--- config.mk ---
export PLATFORM = sky130hd
export DESIGN_NAME = io_read_watchdog_timer
export DESIGN_NICKNAME = d
export VERILOG_FILES = /design/src/hdl/wdt_pkg.sv /design/src/hdl/io_read_watchdog_timer.sv
export VERILOG_INCLUDE_DIRS = /design/src /design/src/hdl
export SDC_FILE = /design/constraint.sdc
export NUM_CORES = 1
export LEC_CHECK = 0
export ABC_AREA = 1
export BUFFER_PORTS_ARGS = -buffer_cell sky130_fd_sc_hd__buf_2
export CAP_MARGIN = 10
export CORE_MARGIN = 2
export CORE_UTILIZATION = 25
export CTS_CLUSTER_SIZE = 30
export DETAILED_ROUTE_END_ITERATION = 8
export PLACE_DENSITY_LB_ADDON = 0.08
export SLEW_MARGIN = 40
export SYNTH_ARGS = -nofsm -noshare
export SYNTH_HDL_FRONTEND = slang
export SYNTH_SLANG_ARGS = --single-unit
--- constraint.sdc ---
create_clock -name clk_sys -period 3.9 [get_ports clk_sys]
set_clock_uncertainty 0.15 [all_clocks]
set_input_delay 0.585 -clock clk_sys [delete_from_list [all_inputs] [get_ports clk_sys]]
set_output_delay 0.585 -clock clk_sys [all_outputs]
set_load 0.02 [all_outputs]
--- src/hdl/wdt_defines.svh ---
// constants for the i/o read watchdog timer
`ifndef WDT_DEFINES_SVH
`define WDT_DEFINES_SVH
`define WDT_ADDR_ARM 16'h0443
`define WDT_ADDR_DISARM 16'h0843
`define WDT_ADDR_DISARM_ALT 16'h0043
`define WDT_CLK_PERIOD_NS 8
`define WDT_TICK_NS 1000000
`define WDT_PERIOD_MS_0 1000
`define WDT_PERIOD_MS_1 2000
`define WDT_PERIOD_MS_2 10000
`define WDT_PERIOD_MS_3 20000
`define WDT_PULSE_CYC 8'h10
`define WDT_STAT_ARMED_BIT 0
`define WDT_STAT_FIRED_BIT 1
`define WDT_STAT_ACTION_BIT 2
`endif

--- src/hdl/wdt_pkg.sv ---
// types for the i/o read watchdog timer
package wdt_pkg;
  typedef enum logic [1:0] {
    ST_IDLE = 2'h0,
    ST_ARMED = 2'h1,
    ST_FIRE = 2'h3
  } wdt_state_t;
endpackage

--- src/hdl/io_read_watchdog_timer.sv ---
// watchdog armed, refreshed and disarmed by host i/o port reads
`timescale 1ns/10ps
`include "wdt_defines.svh"

// Behaviour
// reading the arm port arms the watchdog and starts the countdown
// each further arm-port read while armed reloads the full period
// reading either disarm port stops the countdown and disarms
// on expiry assert cold reset or nmi, chosen by action select
// countdown length comes from the static period select input
// host must refresh within seventy percent of the period
// host must disarm before the servicing program ends
// comes up disarmed after reset; writes to either port do nothing
module io_read_watchdog_timer #(
  parameter int TICK_CYC = `WDT_TICK_NS / `WDT_CLK_PERIOD_NS,
  parameter int PERIOD_MS_0 = `WDT_PERIOD_MS_0,
  parameter int PERIOD_MS_1 = `WDT_PERIOD_MS_1,
  parameter int PERIOD_MS_2 = `WDT_PERIOD_MS_2,
  parameter int PERIOD_MS_3 = `WDT_PERIOD_MS_3,
  parameter int PRE_W = 17,
  parameter int MS_W = 16
) (
  input wire logic clk_sys,
  input wire logic rst,
  input wire logic ce,
  input wire logic [15:0] io_addr,
  input wire logic io_rd_n,
  input wire logic io_wr_n,
  input wire logic timeout_action_select,
  input wire logic [1:0] timeout_period_select,
  output logic [7:0] io_data_out,
  output logic io_data_oe,
  output logic cold_reset,
  output logic nmi
);

  // refuse parameters the counters cannot hold
  if (TICK_CYC < 1 || TICK_CYC >= (1 << PRE_W)) begin : g_bad_tick
    $error("tick count does not fit the prescaler");
  end
  if (PERIOD_MS_0 < 1 || PERIOD_MS_0 >= (1 << MS_W) ||
      PERIOD_MS_1 < 1 || PERIOD_MS_1 >= (1 << MS_W) ||
      PERIOD_MS_2 < 1 || PERIOD_MS_2 >= (1 << MS_W) ||
      PERIOD_MS_3 < 1 || PERIOD_MS_3 >= (1 << MS_W)) begin : g_bad_period
    $error("period does not fit the countdown");
  end

  typedef struct packed {
    logic [15:0] addr_s1;
    logic [15:0] addr_s2;
    logic rd_s1;
    logic rd_s2;
    logic rd_s3;
    logic act_s1;
    logic act_s2;
    logic [1:0] per_s1;
    logic [1:0] per_s2;
    wdt_pkg::wdt_state_t st;
    logic [PRE_W-1:0] pre;
    logic [MS_W-1:0] ms;
    logic [7:0] pulse;
    logic fired;
    logic [7:0] rdata;
    logic oe;
  } wdt_regs_t;

  wdt_regs_t s_r;
  wdt_regs_t s_nxt;

  logic rd_start;
  logic hit_arm;
  logic hit_disarm;
  logic tick;
  logic [MS_W-1:0] period_ms;

  // falling edge of the synchronised read strobe
  assign rd_start = s_r.rd_s3 & ~s_r.rd_s2;
  assign hit_arm = s_r.addr_s2 == `WDT_ADDR_ARM;
  assign hit_disarm = s_r.addr_s2 == `WDT_ADDR_DISARM ||
                      s_r.addr_s2 == `WDT_ADDR_DISARM_ALT;
  assign tick = s_r.pre == PRE_W'(TICK_CYC - 1);

  always_comb begin
    case (s_r.per_s2)
      2'h0: period_ms = MS_W'(PERIOD_MS_0);
      2'h1: period_ms = MS_W'(PERIOD_MS_1);
      2'h2: period_ms = MS_W'(PERIOD_MS_2);
      default: period_ms = MS_W'(PERIOD_MS_3);
    endcase
  end

  always_comb begin
    s_nxt = s_r;
    s_nxt.addr_s1 = io_addr;
    s_nxt.addr_s2 = s_r.addr_s1;
    s_nxt.rd_s1 = io_rd_n;
    s_nxt.rd_s2 = s_r.rd_s1;
    s_nxt.rd_s3 = s_r.rd_s2;
    s_nxt.act_s1 = timeout_action_select;
    s_nxt.act_s2 = s_r.act_s1;
    s_nxt.per_s1 = timeout_period_select;
    s_nxt.per_s2 = s_r.per_s1;
    // write strobe is never looked at: writes do nothing, see
    s_nxt.oe = ~s_r.rd_s2 & (hit_arm | hit_disarm);
    if (rd_start) begin
      s_nxt.rdata = 8'h00;
      s_nxt.rdata[`WDT_STAT_ARMED_BIT] = s_r.st == wdt_pkg::ST_ARMED;
      s_nxt.rdata[`WDT_STAT_FIRED_BIT] = s_r.fired;
      s_nxt.rdata[`WDT_STAT_ACTION_BIT] = s_r.act_s2;
    end
    case (s_r.st)
      wdt_pkg::ST_IDLE: begin
        if (rd_start && hit_arm) begin
          s_nxt.st = wdt_pkg::ST_ARMED;
          s_nxt.pre = '0;
          s_nxt.ms = period_ms;
          s_nxt.fired = 1'b0;
        end
      end
      wdt_pkg::ST_ARMED: begin
        if (rd_start && hit_disarm) begin
          s_nxt.st = wdt_pkg::ST_IDLE;
        end else if (rd_start && hit_arm) begin
          s_nxt.pre = '0;
          s_nxt.ms = period_ms;
        end else if (tick) begin
          s_nxt.pre = '0;
          if (s_r.ms == '0) begin
            s_nxt.st = wdt_pkg::ST_FIRE;
            s_nxt.pulse = `WDT_PULSE_CYC;
            s_nxt.fired = 1'b1;
          end else begin
            s_nxt.ms = s_r.ms - MS_W'(1);
          end
        end else begin
          s_nxt.pre = s_r.pre + PRE_W'(1);
        end
      end
      wdt_pkg::ST_FIRE: begin
        // pulse runs out, then back to disarmed
        if (s_r.pulse == 8'h01)
          s_nxt.st = wdt_pkg::ST_IDLE;
        s_nxt.pulse = s_r.pulse - 8'h01;
      end
      default: s_nxt.st = wdt_pkg::ST_IDLE;
    endcase
  end

  always_ff @(posedge clk_sys) begin
    if (rst) begin
      s_r <= '0;
      s_r.rd_s1 <= 1'b1;
      s_r.rd_s2 <= 1'b1;
      s_r.rd_s3 <= 1'b1;
      s_r.st <= wdt_pkg::ST_IDLE;
    end else if (ce) begin
      s_r <= s_nxt;
    end
  end

  assign io_data_out = s_r.rdata;
  assign io_data_oe = s_r.oe;
  // action select picks the expiry output, see
  assign cold_reset = s_r.st == wdt_pkg::ST_FIRE && s_r.act_s2;
  assign nmi = s_r.st == wdt_pkg::ST_FIRE && !s_r.act_s2;
endmodule

### After elaboration in Yosys (flattened, before gate mapping)

Cells that the tools add are included.
W data, S select, Z words.

* bits in registers: 89
* input port bits: 24
* output and inout bits: 11
* logic and storage cells: 79

* add/subtract/negate cells: 3
* equality and inequality tests: 20
* multiplexer cells: 19
* bitwise operators: 4
* reductions and logical operators: 17

Operators by type and width (count)
* $pmux W33 S2: 1
* $pmux W15 S3: 1
* $mux W42: 1
* $mux W35: 1
* $mux W33: 1
* $mux W25: 1
* $mux W9: 2
* $reduce_and A6 Y1: 3
* $add A17 B1 Y17 const B: 1
* $eq A17 B17 Y1 const B: 1
* $mux W17: 1
* $eq A16 B11 Y1 const B: 1
* $eq A16 B12 Y1 const B: 1
* $eq A16 B7 Y1 const B: 1
* $logic_not A16 Y1: 1
* $mux W16: 1
* $pmux W8 S2: 1
* $sub A16 B1 Y16 const B: 1
* $mux W2: 5
* $ne A2 B2 Y1 const B: 5
* $ne A3 B2 Y1 const B: 3
* $eq A8 B1 Y1 const B: 1
* $sub A8 B1 Y8 const B: 1
* $reduce_and A7 Y1: 1
* 18 further kinds: 26

### Longest topological paths before layout

Gate-level depths: netlist of the first run.

* depth after elaboration: 6
* gate-level depth with buffers: 13
* depth with buffers taken out: 13

### Worst setup path after synthesis of the first run

No wires, ideal clock.

* path kind: reg-to-reg
* start: reg s_r[34] (netlist name)
* end: reg s_r[28] (netlist name)
* arrival: 1.532 ns
* required time: 3.609 ns
* path slack: 2.077 ns
* cell stages (with the launch flop): 12
* buffers on the path: 1
* period minus slack after synthesis: 1.823 ns
* cell sequence: dfxtp_1 > ha_1 > nand2_1 > inv_1 > nand3_1 > nor2_1 > nand2_1 > nand3_1 > buf_2 > nand4_1 > nand2_1 > a21oi_1

* word-level cells in the longest chain between the ends: 3

Ends and longest elaborated chain
* start: declaration: RTL line io_read_watchdog_timer.sv:67 `wdt_regs_t s_r;`
* start signal: assignment: RTL line io_read_watchdog_timer.sv:157 `s_r <= s_nxt;`
* $eq A17 B17 Y1: RTL line io_read_watchdog_timer.sv:81 `assign tick = s_r.pre == PRE_W'(TICK_CYC - 1);`
* $ne A3 B2 Y1 (no line)
* $reduce_and A6 Y1 (no line)

Every way passes these cells.
A chain may end at the register's enable or synchronous reset.

### Worst setup path in the final report of the first run

* start: reg s_r[51] (netlist name)
* end: reg s_r[27] (netlist name)

* word-level cells in the longest chain between the ends: 3
* elaborated cells on any way between the ends: 9

Ends and longest elaborated chain
* $eq A2 B1 Y1 / $logic_not A2 Y1 (equally long branches): RTL line io_read_watchdog_timer.sv:111 `case (s_r.st)`
* $ne A3 B3 Y1 (no line), or another cell as far along
* $reduce_and A6 Y1 (no line)

Parallel ways exist; a longest one is shown, timed or not.

==> flow_summary.json, run 1 <==
{
  "start_util_pct": 25.6,
  "synth_cell_types": 39,
  "synth_xor_area_share_pct": 3.33,
  "fin_tns_setup_ns": 0,
  "holdCritStartpoint": "io_addr[9]",
  "power_density_nw_per_um2": 352,
  "synth_common_cells": "nor2_1, nand2_1, dfxtp_1",
  "drt-total-wl_um": 12900,
  "cts.root.buffer_cell": "clkbuf_16",
  "path_max_fanout": 18,
  "coreArea_um2": 19500,
  "synth_top_family_by_area": "simple AND/OR/NAND/NOR gates",
  "synth_largest_area_cell": "dfxtp_1",
  "fin_ws_ns": 1.45,
  "cp.required_ns": 3.99,
  "crit_chain": "nand2_2, inv_2, nand3_1, nand3_4, nand2_1, nand2_1, nor2_1",
  "cp.arrival_ns": 2.54,
  "crit_type": "flip-flop to flip-flop",
  "dr.pass1.iters": 5,
  "min_period_over_period_pct": 62.9,
  "period_needed_ns": 2.45,
  "worst_setup_path_end_kind": "flip-flop",
  "detail_route.wl_per_cell_um": 12.5,
  "cp_common_cell": "nand2_1",
  "post-synth-top-count-cell": "nor2_1",
  "critical_path.max_stage_delay_ns": 0.56,
  "row_count": 51,
  "grt_overflow": 0,
  "hold_violations": 0,
  "h-tree-depth": 3,
  "slew_headroom_pct": 47.6,
  "die_w_um": 145,
  "crit_start": "s_r[51]",
  "cts.path.max_buffers": 2,
  "place_ws_ns": 1.37,
  "viasPerCell": 4.40,
  "cts_setup_buffers": 0,
  "cts_buffers": 9,
  "ys_ff_latch": 89,
  "dpl.hpwl_um": 8700,
  "syn_area_um2": 5000,
  "synthMuxAreaShare_pct": 0,
  "finalSetupViolCount": 0,
  "postSynth.asyncResetShare_pct": 0,
  "yosysSeqAreaShare_pct": 35.7,
  "layout-drive-gt1-share_pct": 11.5,
  "drc_errors": 0,
  "clkSinkCount": 89,
  "vias": 4559,
  "routabilityCongestion": 0.834,
  "power.leakage_nw": 2.45,
  "cts_resized": 0,
  "max_freq_mhz": 408,
  "port_buffers": 28,
  "critPathTopFamily": "simple AND/OR/NAND/NOR gates",
  "fin_util_pct": 28.6,
  "grt_pass1_wl_um": 21800,
  "grt_usage_pct": 12.6,
  "status": "finished, final reports clean",
  "cap_violations": 0,
  "drtAntennaViolNets": 0,
  "synth_top_area_share_pct": 35.7,
  "finalPower_w": 0.00197,
  "synth_compound_area_share_pct": 10.1,
  "maxSlewViolCount": 0,
  "irDropWorstVdd_mv": 0.191,
  "final_nets": 800,
  "syn_to_final_growth_pct": 11.9,
  "synth_edf_count": 0,
  "synth.area.top_cells": "dfxtp_1, nor2_1, nand2_1",
  "synth-adder-area-share_pct": 2.50,
  "die-area_um2": 21100,
  "grt_pass1_vias": 4350,
  "clock_latency_ns": 0.35,
  "cts_tree": "built",
  "ff_latch_area_um2": 1780,
  "chipHeight_um": 145,
  "synthFlopType": "dfxtp_1",
  "critical_path_buf_inv_count": 1,
  "synthCells": 757,
  "multiInputGateArea_um2": 2760,
  "cp_slowest_cell": "nand3_1",
  "clkTransAtPathRegs_ns": 0.07,
  "tightest_slew_ns": 0.785,
  "yosys.area_share.simple_pct": 38.8,
  "synth_area_per_cell_um2": 6.60,
  "fillers": 2260,
  "antenna_found_initial": 0,
  "ctsHoldBuffers": 0,
  "r2r_start": "s_r[51]",
  "grt_max_degree": 58,
  "ys_warn_count": 0,
  "hold_path.class": "input port to flip-flop",
  "worstSetupStartpointType": "flip-flop",
  "drt_iter0_drc": 272,
  "ios": 35,
  "rsz0062_at_grt": "no",
  "antenna_cells": 0
}
[cells by family (layout without fill, tap and decap cells)]
family	Yosys count	in the layout
compound gates	92	92
xor+xnor	19	19
fa+ha+maj	10	10
buf+inv	105	115
flops	89	89
other cells	1	5
simple gates	441	441
[stage by stage]
stage                     hold WS, ns  cell area [um^2]  instances
final                           0.303              5590       1036
after global routing            0.303              5590       1036
after CTS                       0.288              5590       1036
after detailed placement        0.301              5290       1020
after global placement          0.296              5290       1020
after floorplan                 0.279              5010        761
[metal layers]
metal	wire, um	GRT usage, %	vias to the layer above
met4	210	4.66	0
met5	0	0	-
li1	-	-	2418
met1	6480	17.1	2049
met2	5800	19.9	74
met3	409	2.38	18
[cell usage in the layout (no fill, tap or decap), drive strengths merged, types with 3 or more instances in the layout]
cell type  instances
a21oi             40
buf               31
clkbuf             9
clkinv             4
conb               5
dfxtp             89
ha                10
inv               68
nand2            163
nand3             66
nand4             15
nor2             178
nor3              12
o21ai             47
xnor2              3
xor2              16
[flip-flops by register name, indices dropped and copies added (netlist names)]
register / flops
io_data_out: 3
s_r: 64
io_data_oe: 1
s_nxt: 21
[tightest hold or removal path, cell delays in order]
cell and delay [ns]:
buf_2 0.08, nor2_1 0.03, nor2_1 0.08
[report_power, final]
group / internal (W) / switching (W)
clock network: 0.000502 / 0.000398
logic: 0.0000393 / 0.0000805
registers: 0.000937 / 0.0000134
total: 0.00148 / 0.000492
[area by class of cell]
type / instances / share of cell area (%)
clock buffer: 9 / 4.03
clock inverter: 7 / 1.43
inverter: 68 / 4.56
multi-input combinational: 567 / 49.3
sequential: 89 / 31.9
tap: 265 / 5.93
timing repair buffer: 31 / 2.91
[worst paths after layout]
check / to / slack, ns / cells past startpoint
hold / removal: s_nxt[71] / 0.30 / 3
setup reg to reg: s_r[27] / 1.45 / 7
setup / recovery: s_r[27] / 1.45 / 7
hold reg to reg: s_r[69] / 0.31 / 2
Power figures use the tool's default switching activity.
==> inputs of run 2 (changes only) <==
clock period = 2.01 ns   (was 3.9 ns; I/O delays follow)
==> run 2 against run 1 <==
Compared with the run above:
- total power rose by 97%
- critical path depth rose by 5
- non-clock buffer count rose by 62
- clock-buffer cell count rose by 1
- critical path type unchanged
- critical endpoint is now s_r[32]
- highest routed layer unchanged
==> flow_summary.json, run 2 (same netlist as run 1, synthesis figures left out) <==
{
  "fin_tns_setup_ns": 0,
  "dp_cells": 1074,
  "syn_to_final_growth_pct": 26.2,
  "grt_usage_pct": 13.0,
  "fin_ws_ns": 0.0721,
  "irDropWorstVdd_mv": 0.400,
  "port_buffers": 28,
  "coreArea_um2": 19500,
  "grt_max_degree": 61,
  "worst_setup_path_end_kind": "flip-flop",
  "r2r_start": "s_r[66]",
  "final_nets": 863,
  "chipHeight_um": 145,
  "cp.required_ns": 2.14,
  "dpl.hpwl_um": 9510,
  "cts.root.buffer_cell": "clkbuf_16",
  "drt-total-wl_um": 13900,
  "antenna_cells": 0,
  "power.share.switching_pct": 24.9,
  "detail_route.wl_per_cell_um": 12.6,
  "place_ws_ns": -0.0132,
  "drc_errors": 0,
  "min_period_over_period_pct": 96.4,
  "die_w_um": 145,
  "final_cell_mix": "nor2_1, nand2_1, dfxtp_1, inv_1, buf_4",
  "period_needed_ns": 1.94,
  "clkTransAtPathRegs_ns": 0.07,
  "largest_register_ff_count": 64,
  "path_max_fanout": 8,
  "fillers": 2207,
  "p_int_w": 0.00292,
  "layout-drive-gt1-share_pct": 21.6,
  "grt_pass1_vias": 4600,
  "power.leakage_nw": 2.83,
  "grt_pass1_wl_um": 22700,
  "mostFrequentLayoutCell": "nor2_1",
  "die-area_um2": 21100,
  "routabilityCongestion": 0.877,
  "clkSinkCount": 89,
  "cap_violations": 0,
  "rsz0062_at_grt": "yes",
  "viasPerCell": 4.41,
  "power_density_nw_per_um2": 617,
  "r2r_end": "s_r[32]",
  "hold_violations": 0,
  "drtAntennaViolNets": 0,
  "power.switching_w": 0.000968,
  "regMostFlops": "s_r",
  "row_count": 51,
  "crit_start": "s_r[66]",
  "cts_buffers": 9,
  "power_frac_clock_pct": 46.0,
  "ios": 35,
  "final_cells": 1099,
  "antenna_found_initial": 0,
  "reg2reg_slack_ns": 0.07,
  "seqPwrFrac_pct": 47.5,
  "reg2reg_depth": 12,
  "drt_iter0_drc": 233,
  "endpoint": "s_r[32]",
  "finalSetupViolCount": 0,
  "cts.path.max_buffers": 2,
  "crit_type": "flip-flop to flip-flop",
  "fin_util_pct": 32.3,
  "cp.arrival_ns": 2.07,
  "hold_path.class": "input port to flip-flop",
  "maxSlewViolCount": 0,
  "h-tree-depth": 3,
  "vias": 4846,
  "p_comb_share_pct": 6.5,
  "cts_tree": "built",
  "ctsHoldBuffers": 0,
  "start_util_pct": 25.6,
  "clock_latency_ns": 0.35,
  "status": "finished, final reports clean",
  "max_freq_mhz": 516,
  "dr.pass1.iters": 7,
  "worstSetupStartpointType": "flip-flop",
  "grt_overflow": 0
}
run 2: cell types whose count changed in the layout (fill, tap and decap cells not counted), sizes merged:
| cell | change |
|---|---|
| buf | +61 |
| clkbuf | +2 |
| clkinv | -1 |
| clkinvlp | -1 |
| inv | +1 |
| nand3 | +1 |
run 2: worst max-delay path, stage by stage (launching register included):
cell and delay [ns]:
dfxtp_1 0.31, nor2_1 0.10, nand3_1 0.12, nor2_4 0.16
nand3_4 0.12, nand2_4 0.08, nand2_4 0.06, nor2_8 0.26
buf_12 0.15, nand3_4 0.13, nand2_1 0.10, nand2_1 0.05
nor2_1 0.08
run 2: worst min path at each step:
stage / start / endpoint / cells after the start
floorplan: io_rd_n / s_nxt[60] / 2
global placement: s_r[69] / s_r[69] / 2
detailed placement: s_r[69] / s_r[69] / 2
CTS: io_addr[12] / s_nxt[74] / 3
global route: io_addr[6] / s_nxt[68] / 3
finish: io_addr[7] / s_nxt[69] / 3
run 2: routing by layer:
metal,up-vias,share of wire (%),track usage (%)
met5,-,0,0
met4,0,1.4,3.92
met3,13,3.4,2.57
met2,91,45,20.9
met1,2199,51,17.7
li1,2543,-,-
run 2: power by group through the flow:
stage | clock (W) | sequential (W) | combinational [W]
after floorplan | 0 | 0.00188 | 0.000178
after global placement | 0 | 0.00188 | 0.000247
after detailed placement | 0 | 0.00188 | 0.000250
after CTS | 0.00186 | 0.00184 | 0.000252
after global routing | 0.00195 | 0.00185 | 0.000295
final | 0.00179 | 0.00185 | 0.000255
run 2: stage by stage:
| stage | instance area, um^2 | hold WS [ns] | total power (W) |
|---|---|---|---|
| final | 6300 | 0.0229 | 0.00389 |
| after global routing | 6300 | 0.0184 | 0.00409 |
| after CTS | 6050 | 0.0120 | 0.00395 |
| after detailed placement | 5730 | 0.303 | 0.00213 |
| after global placement | 5730 | 0.294 | 0.00213 |
| after floorplan | 5010 | 0.278 | 0.00206 |
run 2: cell type report:
type | count | area, um^2 | share of cell area, %
clock buffer | 10 | 239 | 3.79
clock inverter | 6 | 72.6 | 1.15
inverter | 68 | 258 | 4.09
multi-input combinational | 568 | 2890 | 45.9
sequential | 89 | 1790 | 28.3
tap | 265 | 332 | 5.26
timing repair buffer | 93 | 723 | 11.5
run 2: what timing repair did:
item / 4_1_cts / 5_1_grt
pin swaps: 0 / 18
gates resized for setup: 2 / 42
setup endpoints to repair: 7 / 36
setup buffers: 0 / 7
endpoints found under the hold margin: 0 / 0
gates cloned: 0 / 2
==> inputs of run 3 (changes only) <==
PLACE_DENSITY_LB_ADDON = 0.12   (was 0.08)
==> run 3 against run 2 <==
Compared with the run above:
- sequential share of layout area increased by 0.82 points
- critical path type is now flip-flop to primary output
- wire length down 4.5%
- critical endpoint is now nmi
- highest routed layer unchanged
- largest power group unchanged
- design area shrank 2.9%
- via count shrank 3.8%
- register-to-register slack improved by 0.07 ns
- total power decreased by 1.9%
- die area did not move
==> flow_summary.json, run 3 (same netlist as run 1, synthesis figures left out) <==
{
  "critPathTopFamily": "flip-flops",
  "worstSetupStartpointType": "flip-flop",
  "drt-total-wl_um": 13300,
  "ff_latch_area_um2": 1780,
  "multiInputGateArea_um2": 2830,
  "cts.root.buffer_cell": "clkbuf_16",
  "reg2reg_depth": 12,
  "power.share.switching_pct": 27.0,
  "place_ws_ns": -0.0103,
  "crit_type": "flip-flop to primary output",
  "power.leakage_nw": 2.78,
  "fillers": 2253,
  "viasPerCell": 4.28,
  "final_cell_mix": "nor2_1, nand2_1, dfxtp_1, inv_1, nand3_1",
  "max_freq_mhz": 530,
  "cp.required_ns": 1.56,
  "die-area_um2": 21100,
  "crit_start": "s_r[51]",
  "critical_path_buf_inv_count": 2,
  "fin_util_pct": 31.3,
  "r2r_start": "s_r[35]",
  "grt_overflow": 0,
  "power_density_nw_per_um2": 624,
  "p_int_w": 0.00279,
  "power.switching_w": 0.00103,
  "clkSinkCount": 89,
  "maxSlewViolCount": 0,
  "holdCritStartpoint": "io_addr[2]",
  "antenna_cells": 0,
  "grt_usage_pct": 12.9,
  "cts.path.max_buffers": 2,
  "grt_pass1_wl_um": 22300,
  "chipHeight_um": 145,
  "power_frac_clock_pct": 45.1,
  "grt_pass1_vias": 4500,
  "cp.arrival_ns": 1.44,
  "irDropWorstVdd_mv": 0.333,
  "detail_route.wl_per_cell_um": 12.2,
  "drt_iter0_drc": 230,
  "ios": 35,
  "drtAntennaViolNets": 0,
  "layout-drive-gt1-share_pct": 19.3,
  "coreArea_um2": 19500,
  "largest_register_ff_count": 64,
  "critical_path.max_stage_delay_ns": 0.47,
  "die_w_um": 145,
  "mostFrequentLayoutCell": "nor2_1",
  "p_comb_share_pct": 6.6,
  "vias": 4664,
  "rsz0062_at_grt": "yes",
  "status": "finished, final reports clean",
  "final_nets": 854,
  "antenna_found_initial": 0,
  "drc_errors": 0,
  "routabilityCongestion": 0.848,
  "seqPwrFrac_pct": 48.3,
  "dr.pass1.iters": 4,
  "clock_latency_ns": 0.36,
  "worst_setup_path_end_kind": "primary output",
  "cp.depth": 4,
  "regMostFlops": "s_r",
  "dpl.hpwl_um": 9370,
  "row_count": 51,
  "hold_violations": 0,
  "fin_ws_ns": 0.122,
  "finalSetupViolCount": 0,
  "cts_buffers": 9,
  "port_buffers": 28,
  "cap_violations": 0,
  "min_period_over_period_pct": 93.9,
  "syn_to_final_growth_pct": 22.5,
  "start_util_pct": 25.6,
  "path_max_fanout": 7,
  "grt_max_degree": 61,
  "clkTransAtPathRegs_ns": 0.08,
  "cp_slowest_cell": "dfxtp_1",
  "cts_tree": "built",
  "hold_path.class": "input port to flip-flop",
  "hold_depth": 3,
  "h-tree-depth": 3,
  "period_needed_ns": 1.89,
  "crit_chain": "nand2_2, buf_4, nor2_1, buf_2"
}
run 3: cell types whose count changed in the layout (fill, tap and decap cells not counted), sizes merged:
| cell | change |
|---|---|
| clkbuf | -2 |
| inv | +3 |
| bufinv | -1 |
| buf | -7 |
| nand3 | -1 |
| clkinv | -1 |
run 3: timing repair:
action,CTS,global route
buffers inserted,0,1
pin swaps,0,3
setup endpoints to repair,5,39
hold buffers,0,0
gates cloned,0,0
gates resized for setup,1,25
run 3: worst paths after layout:
| kind | slack (ns) | to |
|---|---|---|
| setup / recovery | 0.12 | nmi |
| hold / removal | 0.01 | s_nxt[64] |
| setup reg to reg | 0.14 | s_r[17] |
| hold reg to reg | 0.31 | s_r[69] |
run 3: power groups by stage:
| stage | Clock (W) | Combinational [W] | Sequential (W) |
|---|---|---|---|
| floorplan | 0 | 0.000178 | 0.00188 |
| global placement | 0 | 0.000255 | 0.00188 |
| detailed placement | 0 | 0.000253 | 0.00188 |
| CTS | 0.00179 | 0.000255 | 0.00184 |
| global route | 0.00186 | 0.000292 | 0.00185 |
| finish | 0.00172 | 0.000252 | 0.00184 |
run 3: routing by layer:
layer	global-route usage (%)	routed length (um)
met1	17.0	6930
met2	21.1	5890
met3	2.88	280
met4	3.68	145
met5	0	0
run 3: area by class of cell:
type	count	share of cell area [%]
clock inverter	7	1.10
multi-input combinational	567	46.3
inverter	68	4.17
sequential	89	29.2
timing repair buffer	85	10.1
tap	265	5.42
clock buffer	9	3.68
run 3: metrics by stage:
step / hold slack [ns] / area (um^2) / setup TNS [ns] / instances / total power, W
after detailed placement: 0.302 / 5720 / -0.0202 / 1073 / 0.00214
after global routing: 0.00123 / 6120 / -0.241 / 1090 / 0.00400
after global placement: 0.295 / 5720 / -0.0675 / 1073 / 0.00214
final: 0.0113 / 6120 / 0 / 1090 / 0.00382
after floorplan: 0.278 / 5010 / 0 / 761 / 0.00206
after CTS: 0.00195 / 6020 / 0 / 1089 / 0.00389
run 3: tightest hold or removal path, delay by kind of cell:
family                 cells  cell delay, ns
buffers and inverters      1            0.07
AND/OR/NAND/NOR            2            0.11
